[src/design/cpu_regs_pkg.sv]
// package: constants, operation codes and carriers for the cpu register set
package cpu_regs_pkg;
    // condition flag bit positions
    localparam int FLAG_C = 0;
    localparam int FLAG_Z = 1;
    localparam int FLAG_N = 2;
    localparam int FLAG_I = 3;
    localparam int FLAG_H = 4;
    localparam int FLAG_ONE_LO = 5;
    localparam int FLAG_ONE_HI = 6;
    localparam int FLAG_V = 7;
    // reset values
    localparam logic [15:0] STACK_PTR_RESET = 16'h00FF;
    localparam logic [7:0]  INDEX_HIGH_RESET = 8'h00;
    localparam logic [7:0]  STACK_LOW_RESET = 8'hFF;
    localparam logic [7:0]  FLAGS_RESET = 8'h68;
    localparam logic [7:0]  FLAGS_FIXED_ONES = 8'h60;
    // top-of-memory reset vector address
    localparam logic [15:0] RESET_VECTOR_ADDR = 16'hFFFE;
    // pointer constants
    localparam logic [15:0] PTR_ONE = 16'h0001;

    // single-byte operations on accumulator or low index byte
    typedef enum logic [3:0] {
        UOP_NONE, UOP_CLR, UOP_INC, UOP_DEC, UOP_COM, UOP_NEG,
        UOP_LSL, UOP_LSR, UOP_ASR, UOP_ROL, UOP_ROR
    } unary_op_type;

    // two-operand accumulator operations
    typedef enum logic [3:0] {
        AOP_NONE, AOP_ADD, AOP_ADC, AOP_SUB, AOP_SBC, AOP_AND, AOP_OR,
        AOP_XOR, AOP_LOAD, AOP_DAA
    } alu_op_type;

    // register-set command issued by the sequencer each cycle
    typedef struct packed {
        alu_op_type   alu_op;        // accumulator operation with operand
        unary_op_type acc_unary;     // unary op on accumulator
        unary_op_type idx_unary;     // unary op on low index byte
        logic         idx_load;      // load full index pair
        logic         idx_low_load;  // load low index byte
        logic         idx_post_inc;  // index pair plus one
        logic         sp_adjust;     // stack adjust by signed immediate
        logic         sp_low_reset;  // stack low byte reset
        logic         sp_load;       // load stack pointer
        logic         sp_push;       // stack pointer minus one
        logic         sp_pull;       // stack pointer plus one
        logic         pc_fetch;      // sequential fetch advance
        logic         pc_load;       // change of flow
        logic         mask_clear;    // clear interrupt mask
        logic         mask_set;      // set interrupt mask
        logic         flags_load;    // accumulator-to-flags or pulled flags
        logic         nz_test;       // set n,z from test value
        logic         nz_test16;     // test value is 16 bits wide
        logic         carry_write;   // carry from bit test branch
        logic         carry_value;   // carry value for carry_write
        logic         irq_push_done; // registers pushed in interrupt entry
        logic         instr_end;     // instruction boundary this cycle
    } reg_cmd_type;

    // operand data that arrives with a command
    typedef struct packed {
        logic [7:0]  operand;    // alu operand or loaded byte
        logic [15:0] word;       // 16-bit load or target address
        logic [7:0]  flags_in;   // value for flags_load
        logic [15:0] test_value; // value tested for n,z
    } reg_data_type;
endpackage

[src/design/cpu_programmer_register_set.sv]
// module: programmer-visible cpu registers and flag generation
`timescale 1ns/10ps
`default_nettype none

// Operation
// - accumulator 8 bits, reset leaves it alone
// - index pair high:low used as pointer
// - low index byte supports unary byte ops
// - reset clears index high, keeps low
// - 16-bit stack pointer to next free slot
// - stack adjust adds sign-extended immediate
// - reset loads stack pointer with 00FF
// - stack low reset changes low byte only
// - program counter advances on every fetch
// - jumps, branches, interrupts, returns load counter
// - leaving reset loads counter from top vector
// - flag bits six and five read one
// - overflow flag bit seven on signed overflow
// - half carry bit four on add nibble carry
// - decimal adjust corrects using half carry, carry
// - mask bit three blocks maskable interrupts
// - mask set after push, before handler
// - no interrupt right after mask clear
// - negative flag from result top bit
// - zero flag from all-zero result
// - carry flag from add carry, borrow, shifts
// - registers not in memory map, instructions only
// - interrupt push order counter low, high, index, acc, flags
module cpu_programmer_register_set (
    // clock and reset
    input  wire logic                        mclk,
    input  wire logic                        reset,
    // sequencer command and data
    input  wire cpu_regs_pkg::reg_cmd_type   cmd,
    input  wire cpu_regs_pkg::reg_data_type  data,
    input  wire logic                        irq_pending,
    input  wire logic                        vector_valid,
    input  wire logic [15:0]                 vector_word,
    // register views
    output logic [7:0]                       accum,
    output logic [15:0]                      index_pair,
    output logic [15:0]                      stack_ptr,
    output logic [15:0]                      prog_counter,
    output logic [7:0]                       condition_flags,
    // push byte stream for interrupt entry
    output logic [7:0]                       prog_counter_low,
    output logic [7:0]                       prog_counter_high,
    // interrupt gating and vector fetch
    output logic                             irq_take,
    output logic                             vector_req,
    output logic [15:0]                      vector_addr
);

    logic [7:0]  acc_r;
    logic [7:0]  idx_hi_r;
    logic [7:0]  idx_lo_r;
    logic [15:0] sp_r;
    logic [15:0] pc_r;
    logic [7:0]  flags_r;
    logic [7:0]  flags_nxt;
    logic [7:0]  acc_nxt;
    logic [7:0]  idx_lo_nxt;
    logic        irq_hold_r;
    logic        irq_take_r;
    logic        vec_wait_r;

    // unary byte operation: result[7:0], carry, overflow
    function automatic logic [9:0] unary(input cpu_regs_pkg::unary_op_type op,
                                         input logic [7:0] a, input logic c);
        logic [7:0] r;
        logic       co;
        logic       v;
        r = a;
        co = c;
        v = 1'b0;
        case (op)
            cpu_regs_pkg::UOP_CLR: begin
                r = 8'h00;
                co = c;
            end
            cpu_regs_pkg::UOP_INC: begin
                r = a + 8'h01;
                v = (a == 8'h7F);
            end
            cpu_regs_pkg::UOP_DEC: begin
                r = a - 8'h01;
                v = (a == 8'h80);
            end
            cpu_regs_pkg::UOP_COM: begin
                r = ~a;
                co = 1'b1;
            end
            cpu_regs_pkg::UOP_NEG: begin
                r = 8'h00 - a;
                co = (a != 8'h00);
                v = (a == 8'h80);
            end
            cpu_regs_pkg::UOP_LSL: begin
                r = {a[6:0], 1'b0};
                co = a[7];
                v = a[7] ^ a[6];
            end
            cpu_regs_pkg::UOP_LSR: begin
                r = {1'b0, a[7:1]};
                co = a[0];
                v = a[0];
            end
            cpu_regs_pkg::UOP_ASR: begin
                r = {a[7], a[7:1]};
                co = a[0];
                v = a[7] ^ a[0];
            end
            cpu_regs_pkg::UOP_ROL: begin
                r = {a[6:0], c};
                co = a[7];
                v = a[7] ^ a[6];
            end
            cpu_regs_pkg::UOP_ROR: begin
                r = {c, a[7:1]};
                co = a[0];
                v = c ^ a[0];
            end
            default: begin
                r = a;
            end
        endcase
        unary = {v, co, r};
    endfunction

    // sign extension of an 8-bit immediate to 16 bits
    function automatic logic [15:0] sext8(input logic [7:0] b);
        sext8 = {{8{b[7]}}, b};
    endfunction

    // accumulator and low index byte data path with flag generation
    always_comb begin
        logic [8:0]  sum;
        logic [4:0]  nib;
        logic [9:0]  ua;
        logic [9:0]  ux;
        logic [7:0]  corr;
        logic [8:0]  dsum;
        logic        cin;
        logic        res_ok;
        logic [7:0]  res;
        sum = 9'h000;
        nib = 5'h00;
        corr = 8'h00;
        dsum = 9'h000;
        cin = flags_r[cpu_regs_pkg::FLAG_C];
        res_ok = 1'b0;
        res = 8'h00;
        acc_nxt = acc_r;
        idx_lo_nxt = idx_lo_r;
        flags_nxt = flags_r;
        ua = unary(cmd.acc_unary, acc_r, cin);
        ux = unary(cmd.idx_unary, idx_lo_r, cin);
        case (cmd.alu_op)
            cpu_regs_pkg::AOP_ADD, cpu_regs_pkg::AOP_ADC: begin
                if (cmd.alu_op == cpu_regs_pkg::AOP_ADD) begin
                    cin = 1'b0;
                end
                sum = {1'b0, acc_r} + {1'b0, data.operand} + {8'h00, cin};
                nib = {1'b0, acc_r[3:0]} + {1'b0, data.operand[3:0]} + {4'h0, cin};
                acc_nxt = sum[7:0];
                flags_nxt[cpu_regs_pkg::FLAG_H] = nib[4];
                flags_nxt[cpu_regs_pkg::FLAG_C] = sum[8];
                flags_nxt[cpu_regs_pkg::FLAG_V] =
                    (acc_r[7] == data.operand[7]) && (sum[7] != acc_r[7]);
                res_ok = 1'b1;
            end
            cpu_regs_pkg::AOP_SUB, cpu_regs_pkg::AOP_SBC: begin
                if (cmd.alu_op == cpu_regs_pkg::AOP_SUB) begin
                    cin = 1'b0;
                end
                sum = {1'b0, acc_r} - {1'b0, data.operand} - {8'h00, cin};
                acc_nxt = sum[7:0];
                flags_nxt[cpu_regs_pkg::FLAG_C] = sum[8];
                flags_nxt[cpu_regs_pkg::FLAG_V] =
                    (acc_r[7] != data.operand[7]) && (sum[7] != acc_r[7]);
                res_ok = 1'b1;
            end
            cpu_regs_pkg::AOP_AND, cpu_regs_pkg::AOP_OR,
            cpu_regs_pkg::AOP_XOR, cpu_regs_pkg::AOP_LOAD: begin
                if (cmd.alu_op == cpu_regs_pkg::AOP_AND) begin
                    acc_nxt = acc_r & data.operand;
                end else if (cmd.alu_op == cpu_regs_pkg::AOP_OR) begin
                    acc_nxt = acc_r | data.operand;
                end else if (cmd.alu_op == cpu_regs_pkg::AOP_XOR) begin
                    acc_nxt = acc_r ^ data.operand;
                end else begin
                    acc_nxt = data.operand;
                end
                flags_nxt[cpu_regs_pkg::FLAG_V] = 1'b0;
                res_ok = 1'b1;
            end
            cpu_regs_pkg::AOP_DAA: begin
                // low digit and high digit corrections from h and c
                if (flags_r[cpu_regs_pkg::FLAG_H] || (acc_r[3:0] > 4'h9)) begin
                    corr[3:0] = 4'h6;
                end
                if (flags_r[cpu_regs_pkg::FLAG_C] || (acc_r > 8'h99)) begin
                    corr[7:4] = 4'h6;
                end
                dsum = {1'b0, acc_r} + {1'b0, corr};
                acc_nxt = dsum[7:0];
                flags_nxt[cpu_regs_pkg::FLAG_C] =
                    flags_r[cpu_regs_pkg::FLAG_C] | (corr[7:4] != 4'h0);
                res_ok = 1'b1;
            end
            default: begin
                if (cmd.acc_unary != cpu_regs_pkg::UOP_NONE) begin
                    acc_nxt = ua[7:0];
                    flags_nxt[cpu_regs_pkg::FLAG_C] = ua[8];
                    flags_nxt[cpu_regs_pkg::FLAG_V] = ua[9];
                    res_ok = 1'b1;
                end
            end
        endcase
        res = acc_nxt;
        if (cmd.idx_unary != cpu_regs_pkg::UOP_NONE) begin
            idx_lo_nxt = ux[7:0];
            flags_nxt[cpu_regs_pkg::FLAG_C] = ux[8];
            flags_nxt[cpu_regs_pkg::FLAG_V] = ux[9];
            res = ux[7:0];
            res_ok = 1'b1;
        end else if (cmd.idx_low_load) begin
            idx_lo_nxt = data.operand;
        end
        if (res_ok) begin
            flags_nxt[cpu_regs_pkg::FLAG_N] = res[7];
            flags_nxt[cpu_regs_pkg::FLAG_Z] = (res == 8'h00);
        end
        // loads and stores tested as 8 or 16 bits
        if (cmd.nz_test) begin
            if (cmd.nz_test16) begin
                flags_nxt[cpu_regs_pkg::FLAG_N] = data.test_value[15];
                flags_nxt[cpu_regs_pkg::FLAG_Z] = (data.test_value == 16'h0000);
            end else begin
                flags_nxt[cpu_regs_pkg::FLAG_N] = data.test_value[7];
                flags_nxt[cpu_regs_pkg::FLAG_Z] = (data.test_value[7:0] == 8'h00);
            end
            flags_nxt[cpu_regs_pkg::FLAG_V] = 1'b0;
        end
        if (cmd.carry_write) begin
            flags_nxt[cpu_regs_pkg::FLAG_C] = cmd.carry_value;
        end
        if (cmd.flags_load) begin
            flags_nxt = data.flags_in;
        end
        if (cmd.mask_clear) begin
            flags_nxt[cpu_regs_pkg::FLAG_I] = 1'b0;
        end
        if (cmd.mask_set || cmd.irq_push_done) begin
            flags_nxt[cpu_regs_pkg::FLAG_I] = 1'b1;
        end
        flags_nxt = flags_nxt | cpu_regs_pkg::FLAGS_FIXED_ONES;
    end

    // accumulator: no reset term at all
    always_ff @(posedge mclk) begin
        acc_r <= acc_nxt;
    end

    // low index byte keeps its value through reset
    always_ff @(posedge mclk) begin
        if (cmd.idx_load) begin
            idx_lo_r <= data.word[7:0];
        end else if (cmd.idx_post_inc) begin
            idx_lo_r <= idx_lo_r + 8'h01;
        end else begin
            idx_lo_r <= idx_lo_nxt;
        end
    end

    // high index byte cleared by reset
    always_ff @(posedge mclk) begin
        if (reset) begin
            idx_hi_r <= cpu_regs_pkg::INDEX_HIGH_RESET;
        end else if (cmd.idx_load) begin
            idx_hi_r <= data.word[15:8];
        end else if (cmd.idx_post_inc && (idx_lo_r == 8'hFF)) begin
            idx_hi_r <= idx_hi_r + 8'h01;
        end
    end

    // stack pointer
    always_ff @(posedge mclk) begin
        if (reset) begin
            sp_r <= cpu_regs_pkg::STACK_PTR_RESET;
        end else if (cmd.sp_load) begin
            sp_r <= data.word;
        end else if (cmd.sp_adjust) begin
            sp_r <= sp_r + sext8(data.operand);
        end else if (cmd.sp_low_reset) begin
            sp_r <= {sp_r[15:8], cpu_regs_pkg::STACK_LOW_RESET};
        end else if (cmd.sp_push) begin
            sp_r <= sp_r - cpu_regs_pkg::PTR_ONE;
        end else if (cmd.sp_pull) begin
            sp_r <= sp_r + cpu_regs_pkg::PTR_ONE;
        end
    end

    // reset vector fetch request after release, then counter load
    always_ff @(posedge mclk) begin
        if (reset) begin
            vec_wait_r <= 1'b1;
        end else if (vector_valid) begin
            vec_wait_r <= 1'b0;
        end
    end

    // program counter
    always_ff @(posedge mclk) begin
        if (reset) begin
            pc_r <= 16'h0000;
        end else if (vec_wait_r) begin
            if (vector_valid) begin
                pc_r <= vector_word;
            end
        end else if (cmd.pc_load) begin
            pc_r <= data.word;
        end else if (cmd.pc_fetch) begin
            pc_r <= pc_r + cpu_regs_pkg::PTR_ONE;
        end
    end

    // flags register; mask set while in reset
    always_ff @(posedge mclk) begin
        if (reset) begin
            flags_r <= cpu_regs_pkg::FLAGS_RESET;
        end else begin
            flags_r <= flags_nxt;
        end
    end

    // interrupt acceptance at instruction boundaries
    always_ff @(posedge mclk) begin
        if (reset) begin
            irq_hold_r <= 1'b0;
            irq_take_r <= 1'b0;
        end else begin
            irq_take_r <= 1'b0;
            irq_hold_r <= !cmd.instr_end && (irq_hold_r || cmd.mask_clear ||
                (cmd.flags_load && !data.flags_in[cpu_regs_pkg::FLAG_I]));
            if (cmd.instr_end) begin
                irq_take_r <= irq_pending && !vec_wait_r &&
                    !flags_r[cpu_regs_pkg::FLAG_I] && !irq_hold_r;
            end
        end
    end

    // output registers; only reachable here, not memory mapped
    always_ff @(posedge mclk) begin
        if (reset) begin
            accum <= 8'h00;
            index_pair <= 16'h0000;
            stack_ptr <= 16'h0000;
            prog_counter <= 16'h0000;
            condition_flags <= cpu_regs_pkg::FLAGS_RESET;
            prog_counter_low <= 8'h00;
            prog_counter_high <= 8'h00;
            irq_take <= 1'b0;
            vector_req <= 1'b0;
            vector_addr <= cpu_regs_pkg::RESET_VECTOR_ADDR;
        end else begin
            accum <= acc_r;
            index_pair <= {idx_hi_r, idx_lo_r};
            stack_ptr <= sp_r;
            prog_counter <= pc_r;
            condition_flags <= flags_r | cpu_regs_pkg::FLAGS_FIXED_ONES;
            prog_counter_low <= pc_r[7:0];
            prog_counter_high <= pc_r[15:8];
            irq_take <= irq_take_r;
            vector_req <= vec_wait_r && !vector_valid;
            vector_addr <= cpu_regs_pkg::RESET_VECTOR_ADDR;
        end
    end

endmodule

`default_nettype wire

[config.mk]
export PLATFORM = sky130hd
export DESIGN_NAME = cpu_programmer_register_set
export DESIGN_NICKNAME = d
export VERILOG_FILES = /design/src/design/cpu_regs_pkg.sv /design/src/design/cpu_programmer_register_set.sv
export SDC_FILE = /design/constraint.sdc
export NUM_CORES = 1
export LEC_CHECK = 0
export ABC_CLOCK_PERIOD_IN_PS = 4700
export BUFFER_PORTS_ARGS = -buffer_cell sky130_fd_sc_hd__buf_2
export CELL_PAD_IN_SITES_DETAIL_PLACEMENT = 1
export CELL_PAD_IN_SITES_GLOBAL_PLACEMENT = 2
export CORE_MARGIN = 4
export CORE_UTILIZATION = 33
export DETAILED_ROUTE_END_ITERATION = 6
export PLACE_DENSITY_LB_ADDON = 0.1
export SETUP_SLACK_MARGIN = 0.15
export SKIP_LAST_GASP = 1
export SYNTH_ARGS = -nofsm -noshare
export SYNTH_HDL_FRONTEND = slang
export SYNTH_SLANG_ARGS = --single-unit
[constraint.sdc]
create_clock -name mclk -period 4.7 [get_ports mclk]
set_clock_uncertainty 0.1 [all_clocks]
set_input_delay 0.47 -clock mclk [delete_from_list [all_inputs] [get_ports mclk]]
set_output_delay 0.47 -clock mclk [all_outputs]
set_load 0.02 [all_outputs]
==> run_results.csv <==
group,metric,value,unit
critical_path,critical_path.most_common_cell,"ha_1",
clock_network,cts_sinks,129,
detailed_routing,drt-pass1-iter-count,5,
yosys,yosysTopAreaCellShare,22.06,%
detailed_routing,routedWlPerCell,21.00,um
timing,min_period,4.058,ns
run,maxCapViolCount,0,
detailed_routing,routed-via-count,11000,
clock_network,clockBufferDepth,2,
critical_path,worstSetupStartpointType,"flip-flop",
detailed_routing,route.detailed.drc,0,
timing,setup_viol,0,
pwr,vdd_drop_max,0.0002277,V
cells_and_area,drive_above_1_share,16.45,%
clock_network,cts-root-buf,"clkbuf_16",
yosys,synth_seq_cells,129,
global_routing,grt_max_degree,57,
timing,final_hold_viol_count,0,
clock_network,cts_resized,0,
global_routing,overflow,0,
critical_path,path_max_fanout,7,
clock_network,cts_inserted_buffers,17,
yosys,syn_inst,1432,
timing,fin_setup_tns,0,ns
critical_path,critPathArrivalTime,4.31,ns
yosys,synth_edf_count,8,
place,gp_congestion,0.8745,
critical_path,crit_path_end_kind,"flip-flop",
clock_network,cts_tree,"built",
die,initial_utilization,33.57,%
place,dp_hpwl,31.65,mm
detailed_routing,vias_per_cell,5.521,
timing,worstMarginPinSlew,1.179,ns
die,die_area,0.03625,mm^2
yosys,async_flop_share,0,%
clock_network,post_cts_buffers,0,
pwr,power.leakage,5.363,nW
detailed_routing,postRouteAntennaNets,0,
place,portBuffers,176,
die,die_h,190.4,um
global_routing,grt_antenna_before_repair,3,
timing,fmax,0.2464,GHz
critical_path,crit_chain,"inv_1 > ha_1 > nor2_1 > o21ai_0 > nand2b_1 > ha_1 > fa_1 > a41o_1 > a21oi_1 > xnor2_1 > o211ai_1 > nor3_1 > a31oi_1 > or4_1 > o32ai_2",
outcome,status,"finished, final reports clean",
place,dpl-instance-area,0.01203,mm^2
detailed_routing,routed_wl,41.83,mm
yosys,netlist_area,0.01098,mm^2
global_routing,grt_usage,22.83,%
yosys,yosysSeqAreaShare,24.25,%
clock_network,h-tree-depth,4,
cells_and_area,fin_area,0.01259,mm^2
yosys,synth.area.top_cells,"dfxtp_1, ha_1, o21ai_0",
clock_network,clock_latency,0.44,ns
yosys,synth_ff_type,"dfxtp_1",
clock_network,ctsHoldBuffers,0,
yosys,yosysWarnings,0,
die,die_w,190.4,um
timing,fin_crit_sh,86.34,%
cells_and_area,n_antenna_cell,0,
place,dp.cells,1960,
cells_and_area,fin_nets,1718,
critical_path,critPathKind,"reg -> reg",
cells_and_area,areaGrowthSynthToFinish,14.69,%
detailed_routing,first_iter_violations,542,
cells_and_area,fin_cells,1992,
critical_path,slowest_stage,"or4_1",
pwr,powerDensity,397.0,mW/mm^2
cells_and_area,finish.utilization,38.51,%
yosys,yosys.area.top_type,"dfxtp_1",
die,core,0.03270,mm^2
die,rows,66,
critical_path,required,4.95,ns
cells_and_area,n_fill_cell,4098,
die,ios,197,
timing,maxSlewHeadroom,21.39,%
hold_path,min_path_type,"in -> reg",
critical_path,max_stage_delay,0.52,ns
clock_network,clkTransAtPathRegs,0.07,ns
global_routing,grt_pass1_vias,11320,
timing,rsz0062_at_grt,"no",
yosys,synth_cell_types,80,
critical_path,cp_top_family,"compound AO/OA/AOI/OAI gates",
yosys,postSynthAreaPerCell,7.667,um^2
global_routing,grt_pass1_wl,65.66,mm
timing,drv_slew,0,
critical_path,crit_buf_inv,1,
[layout make-up]
| type | instances | area, um^2 | share of cell area, % |
|---|---|---|---|
| clock buffer | 20 | 467.9 | 3.716 |
| inverter | 65 | 244.0 | 1.938 |
| tap | 442 | 553.0 | 4.392 |
| clock inverter | 12 | 96.34 | 0.7651 |
| multi-input combinational | 1123 | 7497 | 59.54 |
| timing repair buffer | 201 | 1071 | 8.506 |
| sequential | 129 | 2663 | 21.14 |
[layout by cell type (no fill, tap or decap), drive strengths merged, types with 51 or more instances in the layout]
| cell type | count |
|---|---|
| dfxtp | 121 |
| nand2 | 98 |
| buf | 201 |
| o21ai | 97 |
| nor2 | 129 |
| xnor2 | 51 |
| a21oi | 90 |
| nor2b | 61 |
| inv | 71 |
| ha | 75 |
[state kept, by name, summed over array words and instances (netlist names), 6 cells and up]
name / cells
stack_ptr: 16
prog_counter: 16
index_pair: 16
idx_lo_r: 8
accum: 8
idx_hi_r: 8
sp_r: 16
acc_r: 8
pc_r: 16
condition_flags: 6
flags_r: 6
[cells in the mapped netlist (8+ instances only)]
| cell type | count |
|---|---|
| nor2_1 | 129 |
| a211oi_1 | 33 |
| a2111oi_0 | 8 |
| or4_1 | 8 |
| a21o_1 | 14 |
| nand4_1 | 10 |
| nor3b_1 | 8 |
| clkbuf_1 | 72 |
| buf_2 | 10 |
| nor4_1 | 10 |
| buf_1 | 14 |
| o22ai_1 | 15 |
| a221oi_1 | 12 |
| or2_2 | 9 |
| xnor2_1 | 51 |
| mux2i_1 | 32 |
| xor2_1 | 27 |
| nand2b_1 | 24 |
| nor3_1 | 42 |
| o21ai_0 | 97 |
| o221ai_1 | 9 |
| nor2b_1 | 61 |
| a22oi_1 | 12 |
| o211ai_1 | 26 |
| nand2_1 | 98 |
| o31ai_1 | 10 |
| dfxtp_1 | 121 |
| o21a_1 | 22 |
| a21oi_1 | 90 |
| buf_4 | 35 |
| a31oi_1 | 15 |
| inv_1 | 65 |
| nand3_1 | 32 |
| ha_1 | 75 |
| edfxtp_1 | 8 |
| and3_1 | 15 |
[worst paths after layout]
check / cells past startpoint / to / from / slack (ns)
worst max-delay path: 15 / flags_r[1] / acc_r[1] / 0.64
worst min register to register: 1 / irq_take / irq_take_r / 0.34
worst min-delay path: 2 / irq_hold_r / cmd[0] / 0.12
worst max register to register: 15 / flags_r[1] / acc_r[1] / 0.64
[kinds of logic (layout without fill, tap and decap cells)]
family,count (synthesis),after routing,synth area share (%)
AO/OA/AOI/OAI,427,427,26.01
XOR/XNOR,78,78,6.222
adder cells (fa/ha/maj),83,83,9.914
buffers and inverters,196,298,8.011
flip-flops,129,129,24.25
multiplexers,36,36,3.328
other,2,18,0.06840
AND/OR/NAND/NOR,481,481,22.20
[stage by stage]
stage / hold slack (ns) / total power, mW / setup slack [ns]
2_1_floorplan: 0.3138 / 3.001 / 0.4810
3_3_place_gp: 0.3191 / 3.684 / 0.6774
3_5_place_dp: 0.3271 / 3.713 / 0.6851
4_1_cts: 0.09923 / 5.037 / 0.6664
5_1_grt: 0.1097 / 5.360 / 0.3732
6_report: 0.1183 / 4.999 / 0.6419
[where the power goes]
group | switching, mW | leakage, nW | internal (mW)
Clock | 0.563 | 0.273 | 0.730
Sequential | 0.121 | 1.09 | 1.23
Combinational | 1.45 | 4.00 | 0.903
[worst reg2reg max path, delay by kind of cell, from the launching register on]
kind                     cells  cell delay, ns
adder cells (fa/ha/maj)      3            0.99
flip-flops                   1            0.31
AND/OR/NAND/NOR              4            1.02
XOR/XNOR                     1            0.14
buffers and inverters        1            0.24
AO/OA/AOI/OAI                6            1.17
[per-layer routing]
layer / routed length, um / GRT usage [%] / share of wire, %
met4: 782 / 5.608 / 1.9
met3: 1495 / 4.229 / 3.6
met5: 35 / 0 / 0.084
met1: 18680 / 29.07 / 45
met2: 20830 / 39.98 / 50
Note: power is estimated with default switching activity, not from simulation.
